**config.mk**
```make
export PLATFORM = sky130hd
export DESIGN_NAME = scd_clock_divider
export DESIGN_NICKNAME = d
export VERILOG_FILES = /design/src/scd_pkg.sv /design/src/scd_sync.sv /design/src/scd_clock_divider.sv
export SDC_FILE = /design/constraint.sdc
export NUM_CORES = 1
export LEC_CHECK = 0
export ABC_AREA = 1
export BUFFER_PORTS_ARGS = -buffer_cell sky130_fd_sc_hd__buf_4
export CAP_MARGIN = 25
export CORE_MARGIN = 3
export CORE_UTILIZATION = 50
export CTS_CLUSTER_SIZE = 24
export DETAILED_ROUTE_END_ITERATION = 10
export PLACE_DENSITY = 0.66
export SYNTH_ARGS = -nofsm -noshare
export SYNTH_HDL_FRONTEND = slang
export SYNTH_SLANG_ARGS = --single-unit
export TNS_END_PERCENT = 1
```
**constraint.sdc**
```tcl
create_clock -name CLK_IN -period 4.4 [get_ports CLK_IN]
set_clock_uncertainty 0.1 [all_clocks]
set_input_delay 0.22 -clock CLK_IN [delete_from_list [all_inputs] [get_ports CLK_IN]]
set_output_delay 0.22 -clock CLK_IN [all_outputs]
set_load 0.02 [all_outputs]
```
**src/scd_pkg.sv**
```systemverilog
// Purpose: Shared constants and types for the sample clock divider block
// Assumes: CLK_IN at 100 MHz; register access through the three-wire serial port
// Notes: Offsets are 13-bit serial port addresses

package scd_pkg;

    // ************************************************************
    // Timing
    // ************************************************************
    localparam int CLK_PERIOD_NS = 10;
    localparam int DCS_LOCK_NS = 1500;
    localparam int DCS_LOCK_CYC = (DCS_LOCK_NS + CLK_PERIOD_NS - 1) / CLK_PERIOD_NS;
    localparam int PERIOD_W = 8;
    localparam logic [PERIOD_W-1:0] PERIOD_SAT = 8'hff;

    // ************************************************************
    // Register offsets
    // ************************************************************
    localparam logic [12:0] ADDR_DIV_RATIO = 13'h008;
    localparam logic [12:0] ADDR_CLK_SRC = 13'h009;
    localparam logic [12:0] ADDR_DCS_CTRL = 13'h00b;
    localparam logic [12:0] ADDR_CLK_STATUS = 13'h00c;
    localparam logic [12:0] ADDR_SYNC_CTRL = 13'h03a;

    // ************************************************************
    // Field positions and reset values
    // ************************************************************
    localparam int RATIO_LSB = 0;
    localparam int RATIO_W = 3;
    localparam int SRC_RF_BIT = 0;
    localparam int DCS_EN_BIT = 0;
    localparam int SYNC_EN_BIT = 1;
    localparam int SYNC_EVERY_BIT = 2;
    localparam int STAT_LOCK_BIT = 0;
    localparam int STAT_ACTIVE_BIT = 1;
    localparam int STAT_RF_BIT = 2;
    localparam int STAT_ARMED_BIT = 3;
    localparam logic [7:0] DIV_RATIO_RST = 8'h00;
    localparam logic [7:0] CLK_SRC_RST = 8'h00;
    localparam logic [7:0] DCS_CTRL_RST = 8'h01;
    localparam logic [7:0] SYNC_CTRL_RST = 8'h00;

    // ************************************************************
    // Predivider and serial frame
    // ************************************************************
    localparam int RF_PREDIV = 4;
    localparam logic [1:0] PREDIV_RISE = 2'h1;
    localparam logic [4:0] SPI_HDR_LAST = 5'h0f;
    localparam logic [4:0] SPI_FRAME_LAST = 5'h17;

    typedef enum logic [4:0] {
        SPI_IDLE = 5'b00001,
        SPI_HDR = 5'b00010,
        SPI_WR = 5'b00100,
        SPI_RD = 5'b01000,
        SPI_END = 5'b10000
    } scd_spi_state_t;

endpackage : scd_pkg

```
**src/scd_sync.sv**
```systemverilog
// Purpose: Two-flop synchroniser with a third stage for edge detection
// Assumes: Inputs are asynchronous to CLK_IN
// Notes: Stage one feeds stage two only

module scd_sync #(
    parameter int WIDTH = 1
) (
    input wire logic clk_in,                // System clock
    input wire logic srst_in,               // Synchronous reset
    input wire logic [WIDTH-1:0] d_in,      // Asynchronous inputs
    output logic [WIDTH-1:0] q_out,         // Synchronised level
    output logic [WIDTH-1:0] q_dly_out      // Level one cycle older
);

    logic [WIDTH-1:0] meta_reg;

    // ************************************************************
    // Three stages
    // ************************************************************
    always_ff @(posedge clk_in) begin
        if (srst_in) begin
            meta_reg <= '0;
            q_out <= '0;
            q_dly_out <= '0;
        end else begin
            meta_reg <= d_in;
            q_out <= meta_reg;
            q_dly_out <= q_out;
        end
    end

endmodule : scd_sync

```
**src/scd_clock_divider.sv**
```systemverilog
// Purpose: Sample clock source select, predivider, integer divider, sync and DUTY_CYCLE_STABILISER
// Assumes: Clock pins and serial pins are slow enough to be sampled at 100 MHz
// Notes: Input clocks are sampled; edges are seen up to three cycles late

module scd_clock_divider import scd_pkg::*; (
    input wire logic CLK_IN,                // System clock, 100 MHz
    input wire logic SRST_IN,               // Synchronous reset, active high
    input wire logic NYQ_CLK_IN,            // Nyquist sample clock input
    input wire logic HIGH_FREQ_CLOCK_IN,    // RF clock input
    input wire logic SYSREF_IN,             // External sync pulse
    input wire logic SPI_SCLK_IN,           // Serial port clock
    input wire logic SPI_CSB_N_IN,          // Serial port select, active low
    input wire logic SPI_SDIO_IN,           // Serial data pin, input side
    output logic SPI_SDIO_OUT,              // Serial data pin, output side
    output logic SPI_SDIO_OE_N_OUT,         // Serial data drive enable, active low
    output logic SAMPLE_CLK_OUT,            // Internal sampling clock
    output logic SAMPLE_STROBE_OUT,         // Pulse on each sampling edge
    output logic DCS_LOCKED_OUT,            // Stabiliser loop locked
    output logic DCS_ACTIVE_OUT             // Stabiliser enabled
);

    // ************************************************************
    // Pin synchronisers
    // ************************************************************
    // Select enters inverted so the reset level of the flops means idle
    logic [5:0] pin_q, pin_qd;
    wire cs_pin = ~SPI_CSB_N_IN;
    scd_sync #(.WIDTH(6)) u_sync (
        .clk_in(CLK_IN),
        .srst_in(SRST_IN),
        .d_in({SYSREF_IN, HIGH_FREQ_CLOCK_IN, NYQ_CLK_IN, SPI_SDIO_IN, cs_pin, SPI_SCLK_IN}),
        .q_out(pin_q),
        .q_dly_out(pin_qd)
    );
    wire sclk_rise = pin_q[0] & ~pin_qd[0];
    wire cs_active = pin_q[1];
    wire sdio_q = pin_q[2];
    wire nyq_level = pin_q[3];
    wire nyq_edge = pin_q[3] & ~pin_qd[3];
    wire rf_edge = pin_q[4] & ~pin_qd[4];
    wire sysref_edge = pin_q[5] & ~pin_qd[5];

    // ************************************************************
    // Serial port
    // ************************************************************
    scd_spi_state_t spi_state_reg, spi_state_next;
    logic [4:0] bit_cnt_reg;
    logic [15:0] shift_reg;
    logic [12:0] addr_reg;
    logic [7:0] rd_shift_reg;
    logic [7:0] ratio_reg, src_reg, dcs_reg, sync_reg;
    logic armed_reg, locked_reg;
    logic [RATIO_W-1:0] act_m1_reg;
    logic act_rf_reg;

    // Header fields and write strobe
    wire [12:0] hdr_addr = {shift_reg[11:0], sdio_q};
    wire hdr_read = shift_reg[14];
    wire hdr_done = (spi_state_reg == SPI_HDR) && sclk_rise && (bit_cnt_reg == SPI_HDR_LAST);
    wire wr_fire = (spi_state_reg == SPI_WR) && sclk_rise && (bit_cnt_reg == SPI_FRAME_LAST);
    wire [7:0] wdata = {shift_reg[6:0], sdio_q};
    wire dcs_active = dcs_reg[DCS_EN_BIT] | (ratio_reg[RATIO_LSB +: RATIO_W] != '0);
    wire [7:0] status = {4'h0, armed_reg, act_rf_reg, dcs_active, locked_reg};

    // Read data mux, unmapped addresses read zero
    wire [7:0] rd_data = (hdr_addr == ADDR_DIV_RATIO) ? ratio_reg :
                         (hdr_addr == ADDR_CLK_SRC) ? src_reg :
                         (hdr_addr == ADDR_DCS_CTRL) ? dcs_reg :
                         (hdr_addr == ADDR_CLK_STATUS) ? status :
                         (hdr_addr == ADDR_SYNC_CTRL) ? sync_reg : 8'h00;

    // Frame sequencing
    always_comb begin
        spi_state_next = spi_state_reg;
        case (spi_state_reg)
            SPI_IDLE: if (cs_active) spi_state_next = SPI_HDR;
            SPI_HDR: if (hdr_done) spi_state_next = hdr_read ? SPI_RD : SPI_WR;
            SPI_WR: if (wr_fire) spi_state_next = SPI_END;
            SPI_RD: if (sclk_rise && bit_cnt_reg == SPI_FRAME_LAST) spi_state_next = SPI_END;
            SPI_END: spi_state_next = SPI_END;
            default: spi_state_next = SPI_IDLE;
        endcase
        if (!cs_active) begin
            spi_state_next = SPI_IDLE;
        end
    end

    // Serial shifting
    always_ff @(posedge CLK_IN) begin
        if (SRST_IN || !cs_active) begin
            bit_cnt_reg <= 5'h00;
            shift_reg <= 16'h0000;
        end else if (sclk_rise) begin
            bit_cnt_reg <= bit_cnt_reg + 5'h01;
            shift_reg <= {shift_reg[14:0], sdio_q};
        end
    end

    // State, address and read shifter
    always_ff @(posedge CLK_IN) begin
        if (SRST_IN) begin
            spi_state_reg <= SPI_IDLE;
            addr_reg <= 13'h0000;
            rd_shift_reg <= 8'h00;
        end else begin
            spi_state_reg <= spi_state_next;
            if (hdr_done) begin
                addr_reg <= hdr_addr;
                rd_shift_reg <= rd_data;
            end else if (spi_state_reg == SPI_RD && sclk_rise) begin
                rd_shift_reg <= {rd_shift_reg[6:0], 1'b0};
            end
        end
    end
    assign SPI_SDIO_OUT = rd_shift_reg[7];
    assign SPI_SDIO_OE_N_OUT = !((spi_state_reg == SPI_RD) && cs_active);

    // Register writes
    always_ff @(posedge CLK_IN) begin
        if (SRST_IN) begin
            ratio_reg <= DIV_RATIO_RST;
            src_reg <= CLK_SRC_RST;
            dcs_reg <= DCS_CTRL_RST;
            sync_reg <= SYNC_CTRL_RST;
        end else if (wr_fire) begin
            if (addr_reg == ADDR_DIV_RATIO) ratio_reg <= wdata;
            if (addr_reg == ADDR_CLK_SRC) src_reg <= wdata;
            if (addr_reg == ADDR_DCS_CTRL) dcs_reg <= wdata;
            if (addr_reg == ADDR_SYNC_CTRL) sync_reg <= wdata;
        end
    end

    // ************************************************************
    // Source select, predivider and divider
    // ************************************************************
    logic [1:0] prediv_reg;
    logic [RATIO_W-1:0] div_cnt_reg;
    wire sync_wr = wr_fire && (addr_reg == ADDR_SYNC_CTRL);
    wire sync_fire = sysref_edge && sync_reg[SYNC_EN_BIT] &&
                     (sync_reg[SYNC_EVERY_BIT] || armed_reg);
    wire src_edge = act_rf_reg ? (rf_edge && prediv_reg == PREDIV_RISE) : nyq_edge;
    wire src_level = act_rf_reg ? prediv_reg[1] : nyq_level;
    wire div_wrap = src_edge && (div_cnt_reg == act_m1_reg);
    wire apply = sync_fire || div_wrap;
    wire rise = src_edge && (div_cnt_reg == '0) && !sync_fire;

    // Divider counters, settings latched at boundaries
    always_ff @(posedge CLK_IN) begin
        if (SRST_IN) begin
            prediv_reg <= 2'h0;
            div_cnt_reg <= '0;
            act_m1_reg <= '0;
            act_rf_reg <= 1'b0;
            armed_reg <= 1'b0;
        end else begin
            prediv_reg <= sync_fire ? 2'h0 : prediv_reg + 2'(rf_edge);
            if (sync_fire || div_wrap) div_cnt_reg <= '0;
            else if (src_edge) div_cnt_reg <= div_cnt_reg + 1'b1;
            if (apply) begin
                act_m1_reg <= ratio_reg[RATIO_LSB +: RATIO_W];
                act_rf_reg <= src_reg[SRC_RF_BIT];
            end
            armed_reg <= sync_wr ? 1'b1 : (sync_fire ? 1'b0 : armed_reg);
        end
    end

    // ************************************************************
    // Duty cycle stabiliser
    // ************************************************************
    logic [PERIOD_W-1:0] per_cnt_reg, last_per_reg, high_cnt_reg, lock_cnt_reg, lock_cnt_next;
    wire per_sat = (per_cnt_reg == PERIOD_SAT);
    wire per_match = (per_cnt_reg == last_per_reg) || (per_cnt_reg == last_per_reg + 1'b1) ||
                     (last_per_reg == per_cnt_reg + 1'b1);
    wire [PERIOD_W-1:0] half = last_per_reg >> 1;
    wire dcs_use = dcs_active && locked_reg;
    wire clk_next = sync_fire ? 1'b0 : rise ? 1'b1 :
                    dcs_use ? (high_cnt_reg >= half ? 1'b0 : SAMPLE_CLK_OUT) :
                    (src_level ? SAMPLE_CLK_OUT : 1'b0);

    // Lock counting restarts when the period changes by more than one cycle
    always_comb begin
        lock_cnt_next = lock_cnt_reg;
        if (!dcs_active || per_sat || (rise && !per_match)) begin
            lock_cnt_next = '0;
        end else if (lock_cnt_reg != PERIOD_W'(DCS_LOCK_CYC)) begin
            lock_cnt_next = lock_cnt_reg + 1'b1;
        end
    end

    // Period measure, high time and output clock
    always_ff @(posedge CLK_IN) begin
        if (SRST_IN) begin
            per_cnt_reg <= '0;
            last_per_reg <= '0;
            high_cnt_reg <= '0;
            lock_cnt_reg <= '0;
            locked_reg <= 1'b0;
            SAMPLE_CLK_OUT <= 1'b0;
            SAMPLE_STROBE_OUT <= 1'b0;
            DCS_ACTIVE_OUT <= 1'b0;
        end else begin
            per_cnt_reg <= rise ? PERIOD_W'(1) : (per_sat ? per_cnt_reg : per_cnt_reg + 1'b1);
            if (rise) last_per_reg <= per_cnt_reg;
            high_cnt_reg <= rise ? PERIOD_W'(1) : (per_sat ? high_cnt_reg : high_cnt_reg + 1'b1);
            lock_cnt_reg <= lock_cnt_next;
            locked_reg <= (lock_cnt_next == PERIOD_W'(DCS_LOCK_CYC));
            SAMPLE_CLK_OUT <= clk_next;
            SAMPLE_STROBE_OUT <= rise;
            DCS_ACTIVE_OUT <= dcs_active;
        end
    end
    assign DCS_LOCKED_OUT = locked_reg;
endmodule : scd_clock_divider

```
==> results of run 1 <==
kinds of logic after synthesis:
logic type | Yosys count | synth area share, %
AOI/OAI and AO/OA | 199 | 17.38
xor gates and xnor gates | 19 | 2.529
DFF | 140 | 42.59
adders and majority gates | 17 | 3.232
and+or+nand+nor | 352 | 23.78
buffers and inverters | 170 | 10.49
layout make-up:
type,count,area (sq um),area share (%)
Clock buffer,25,495.5,6.732
Clock inverter,7,62.56,0.8501
Inverter,138,523.0,7.106
Multi-Input combinational cell,587,3088,41.96
Sequential cell,140,2803,38.08
Tap cell,172,215.2,2.924
Timing Repair Buffer,21,172.7,2.346
cell usage in the layout (no fill, tap or decap), types with 2 or more instances in the layout:
cell	count
a211oi_1	14
a211oi_2	3
a21oi_1	76
a31oi_1	2
buf_4	15
clkbuf_1	4
clkbuf_16	17
clkbuf_8	4
clkinv_2	5
dfxtp_1	140
dlygate4sd3_1	6
ha_1	17
inv_1	135
inv_2	2
nand2_1	146
nand2_2	3
nand3_1	40
nand3_2	4
nand4_1	15
nor2_1	97
nor2_2	3
nor2_4	2
nor3_1	28
nor3b_1	4
nor4_1	4
o2111ai_1	7
o21a_1	2
o21ai_0	70
o21ai_1	3
o21ai_2	3
o21bai_1	6
o22ai_1	8
xnor2_1	11
xor2_1	8
final timing paths:
check,to,cells after the start,from
max reg2reg,rd_shift_reg[0],11,bit_cnt_reg[1]
max,rd_shift_reg[0],11,bit_cnt_reg[1]
min reg2reg,u_sync.q_out[2],2,u_sync.meta_reg[2]
min,lock_cnt_reg[2],2,SRST_IN
stage by stage:
| step | total power, W | instance area, sq um | instances |
|---|---|---|---|
| after floorplan | 0.001431 | 6581 | 897 |
| after global placement | 0.001462 | 6741 | 1052 |
| after detailed placement | 0.001467 | 6741 | 1052 |
| after CTS | 0.002810 | 7360 | 1090 |
| after global routing | 0.002886 | 7360 | 1090 |
| final | 0.002793 | 7360 | 1090 |
power by group through the flow:
stage               registers (W)   logic, W  clock network, W
floorplan                 0.00133  0.0000999                 0
global placement          0.00134   0.000127                 0
detailed placement        0.00134   0.000130                 0
CTS                       0.00131   0.000135           0.00137
global route              0.00131   0.000157           0.00142
finish                    0.00131   0.000136           0.00135
repair_timing:
| action | 4_1_cts | 5_1_grt |
|---|---|---|
| hold buffers | 6 | 0 |
| setup buffers | 0 | 0 |
| endpoints found under the hold margin | 6 | 0 |
per-layer routing:
layer	vias to the layer above	share of wire, %	wire (um)	GRT usage [%]
met1	2655	46	6979	28.18
met4	0	0.95	144	5.312
met5	-	0	0	0
li1	2973	-	-	-
met2	123	49	7432	38.70
met3	17	3.8	578	4.958
==> flow_metrics.tcl, run 1 <==
set metrics [dict create \
    status "finished clean" \
    slew-limit-headroom_pct 48.97 \
    port_buffers 13 \
    die_height_um 120.7 \
    ctsResizeCount 0 \
    dr.pass1.iters 5 \
    place_ws_ps 1831 \
    drv_slew 0 \
    ys_top_cells_by_count "nand2_1 (146), dfxtp_1 (140), inv_1 (135)" \
    clockBufferDepth 2 \
    worstPathRequired_ps 4640 \
    drt_iter0_markers 373 \
    drcViolationCount 0 \
    crit_type "reg2reg" \
    max_stage_delay_ps 430 \
    critPathTopFamily "simple AND/OR/NAND/NOR gates" \
    io_pins 14 \
    fin_crit_ps 2603 \
    syn_area_sq_um 6581 \
    power_density_nw_per_um2 379.5 \
    core_area_sq_um 12720 \
    worstPathCellList "ha_1, inv_1, nor3_1, ha_1, inv_1, nor2_2, nand2_1, inv_2, o21ai_1, o21bai_1, a21oi_1" \
    initial_core_util_pct 51.73 \
    switching_power_w 0.0006216 \
    fin_setup_tns_ps 0 \
    antenna_left 0 \
    drive_gt1_share_pct 7.625 \
    wl_um 15140 \
    p_int_w 0.002171 \
    tightest_slew_ps 763.6 \
    async_reset_ff_share_pct 0 \
    synthCells 897 \
    gr-usage-all-layers_pct 22.27 \
    clock-sinks 140 \
    largest_reg_flops 15 \
    fp.dieW_um 120.7 \
    critPathBufInv 3 \
    wl_per_cell_um 13.89 \
    areaGrowthSynthToFinish_pct 11.83 \
    cts_made_buffers 17 \
    start_kind "flip-flop" \
    drv_cap 0 \
    yosysUniqueCellTypes 45 \
    arrival_ps 2840 \
    postLayoutCoreUtil_pct 57.85 \
    switching_share_pct 22.26 \
    fin_crit_sh_pct 59.15 \
    ys_seq_area_share_pct 42.59 \
    peakVddDrop_uv 321.1 \
    cts_tree "yes" \
    dpl.hpwl_um 10520 \
    hold_viol 0 \
    n_antenna_cell 0 \
    viasPerCell 5.292 \
    rsz0062_at_grt "false" \
    grt-ovfl-total 0 \
    whs_ps 173.3 \
    rows 41 \
    p_leak_nw 2.931 \
    fin_ws_ps 1798 \
    endpoint_kind "flip-flop" \
    grt_start_max_net_pins 49 \
    grt_pass1_wl_um 26370 \
    fin_nets 930 \
    synth-warning-count 0 \
    htreeDepth 4 \
    ys_top_cells_by_area "dfxtp_1 (43%), nand2_1 (8.3%), inv_1 (7.7%), a21oi_1 (5.8%), nor2_1 (5.5%)" \
    max_freq_mhz 384.2 \
    synthFlopType "dfxtp_1" \
    seqPwrFrac_pct 46.9 \
    synth_edf_count 0 \
    grt_pass1_vias 5613 \
    synth_nets 922 \
    setup_viol 0 \
    synth.avg_cell_area_sq_um 7.337 \
    fillers 1215 \
    synth_top_cell_area_share_pct 42.59 \
    slowest_stage "inv_2" \
    die_area_sq_um 14580 \
    clockPowerShare_pct 48.2 \
    root_buffer "clkbuf_16" \
    reg2reg_slack_ps 1800 \
    min_path_type "in2reg" \
    yosysTopAreaCell "dfxtp_1" \
    synth_most_common_cell "nand2_1" \
    place.gp.congestion 0.8451 \
    clk_latency_ps 410 \
    antenna_found_initial 0 \
    vias 5768 \
    combPwrFrac_pct 4.9 \
    crit_fanout 22 \
    synth_seq_cells 140 \
    clkTransAtPathRegs_ps 60 \
]
Power figures use the tool's default switching activity.
==> run 2, diff against run 1 <==
==> constraint.sdc (replaced) <==
create_clock -name CLK_IN -period 2.5 [get_ports CLK_IN]
set_clock_uncertainty 0.1 [all_clocks]
set_input_delay 0.125 -clock CLK_IN [delete_from_list [all_inputs] [get_ports CLK_IN]]
set_output_delay 0.125 -clock CLK_IN [all_outputs]
set_load 0.02 [all_outputs]
==> run 2 against run 1 <==
  * First-iteration DRC count down 13%
  * Hold slack got worse by 52 ps
  * Flip-flop and latch count is the same
  * Combinational power up 79%
  * Worst setup slack lost 1500 ps
  * Critical path depth is the same
  * Utilization up 0.18 points
==> flow_metrics.tcl, run 2 (synthesis results as in run 1) <==
set metrics [dict create \
    hold_viol 0 \
    p_leak_nw 2.938 \
    whs_ps 120.9 \
    max_freq_mhz 448.6 \
    clockBufferDepth 2 \
    fin_nets 934 \
    tightest_slew_ps 570.2 \
    place_ws_ps 226.9 \
    drv_slew 0 \
    gr-usage-all-layers_pct 21.73 \
    die_height_um 120.7 \
    postCtsSetupRepairBufs 0 \
    wl_per_cell_um 13.68 \
    worstPathRequired_ps 2760 \
    dpl.hpwl_um 10670 \
    cts_tree "yes" \
    finalPower_w 0.004912 \
    wl_um 14940 \
    final_common_cell "nand2_1" \
    antenna_found_initial 0 \
    clock-sinks 140 \
    grt_start_max_net_pins 48 \
    clk_latency_ps 410 \
    drive_gt1_share_pct 7.826 \
    r2r-end "rd_shift_reg[2]" \
    start_kind "flip-flop" \
    drt_iter0_markers 325 \
    fin_ws_ps 270.7 \
    drv_cap 0 \
    fin_crit_ps 2229 \
    die_area_sq_um 14580 \
    endpoint_kind "flip-flop" \
    viasPerCell 5.229 \
    fillers 1209 \
    crit_fanout 21 \
    fin_crit_sh_pct 89.17 \
    ff2ff_path_depth 11 \
    areaGrowthSynthToFinish_pct 12.17 \
    rows 41 \
    grt_pass1_wl_um 25470 \
    largest_reg_flops 15 \
    holdPathEnd "act_m1_reg[2]" \
    peakVddDrop_uv 439.2 \
    min_path_type "in2reg" \
    cts_made_buffers 17 \
    htreeDepth 4 \
    power_density_nw_per_um2 665.4 \
    setup_viol 0 \
    port_buffers 13 \
    vias 5710 \
    worstHoldStart "SRST_IN" \
    io_pins 14 \
    n_antenna_cell 0 \
    reg2reg_slack_ps 270 \
    crit_type "reg2reg" \
    fin_setup_tns_ps 0 \
    root_buffer "clkbuf_16" \
    grt_pass1_vias 5581 \
    rsz0062_at_grt "false" \
    postLayoutCoreUtil_pct 58.03 \
    drcViolationCount 0 \
    r2r_start "bit_cnt_reg[1]" \
    grt-ovfl-total 0 \
    place.gp.congestion 0.8703 \
    arrival_ps 2490 \
    dr.pass1.iters 5 \
    final_cell_mix "nand2_1 (146), dfxtp_1 (140), inv_1 (135)" \
    initial_core_util_pct 51.73 \
    status "finished clean" \
    antenna_left 0 \
    slew-limit-headroom_pct 61.94 \
    worstHoldPathCells 4 \
    clkTransAtPathRegs_ps 60 \
    core_area_sq_um 12720 \
    fp.dieW_um 120.7 \
]
==> run 2: cell types whose count changed in the layout (fill, tap and decap cells not counted), sizes merged <==
cell / change
clkbuf: -3
buf: +4
inv: -1
bufinv: +1
clkinvlp: +1
==> run 2: power by group <==
group / total, W / internal (W) / switching (W)
combinational: 0.000243 / 0.0000902 / 0.000153
clock: 0.00237 / 0.00147 / 0.000892
sequential: 0.00230 / 0.00227 / 0.0000343
==> run 2: per-layer routing <==
layer	track usage, %	vias up	part of all wire, %
met5	0	-	0
li1	-	2961	-
met2	36.67	123	48
met3	4.818	22	3.7
met4	8.569	0	1.8
met1	27.02	2604	47
==> run 2: critical path, cell delays in order, from the launching register on <==
cell and delay [ps]:
dfxtp_1 360, ha_1 170, inv_1 80, nor3_1 150
ha_1 170, inv_1 50, nor2_2 200, nand2_1 220
clkinv_2 260, nor3_1 80, nor3_1 180, o21a_1 170
==> run 2: what timing repair did <==
item	4_1_cts	5_1_grt
setup endpoints to repair	0	2
resized for setup	0	1
hold endpoints to repair	6	0
hold buffers	6	0
==> run 2: final cells by class <==
| class | count | area (sq um) | area share [%] |
|---|---|---|---|
| multi-input combinational | 587 | 3088 | 41.83 |
| tap | 172 | 215.2 | 2.915 |
| clock buffer | 22 | 454.2 | 6.153 |
| timing repair buffer | 25 | 202.7 | 2.746 |
| sequential | 140 | 2803 | 37.97 |
| clock inverter | 8 | 95.09 | 1.288 |
| inverter | 138 | 524.3 | 7.102 |
==> run 2: worst max path at each step <==
stage | from | end | slack, ps | depth (start not counted)
CTS | bit_cnt_reg[0] | rd_shift_reg[2] | 210 | 11
global route | bit_cnt_reg[1] | spi_state_reg[0] | 50 | 12
global placement | bit_cnt_reg[0] | rd_shift_reg[7] | 340 | 12
floorplan | per_cnt_reg[0] | DCS_LOCKED_OUT | 660 | 11
finish | bit_cnt_reg[1] | rd_shift_reg[2] | 270 | 11
detailed placement | bit_cnt_reg[0] | rd_shift_reg[2] | 230 | 11
==> run 2: metrics by stage <==
step	cells	instance area, sq um
2_1_floorplan	897	6581
3_3_place_gp	1056	6771
3_5_place_dp	1056	6771
4_1_cts	1092	7381
5_1_grt	1092	7382
6_report	1092	7382
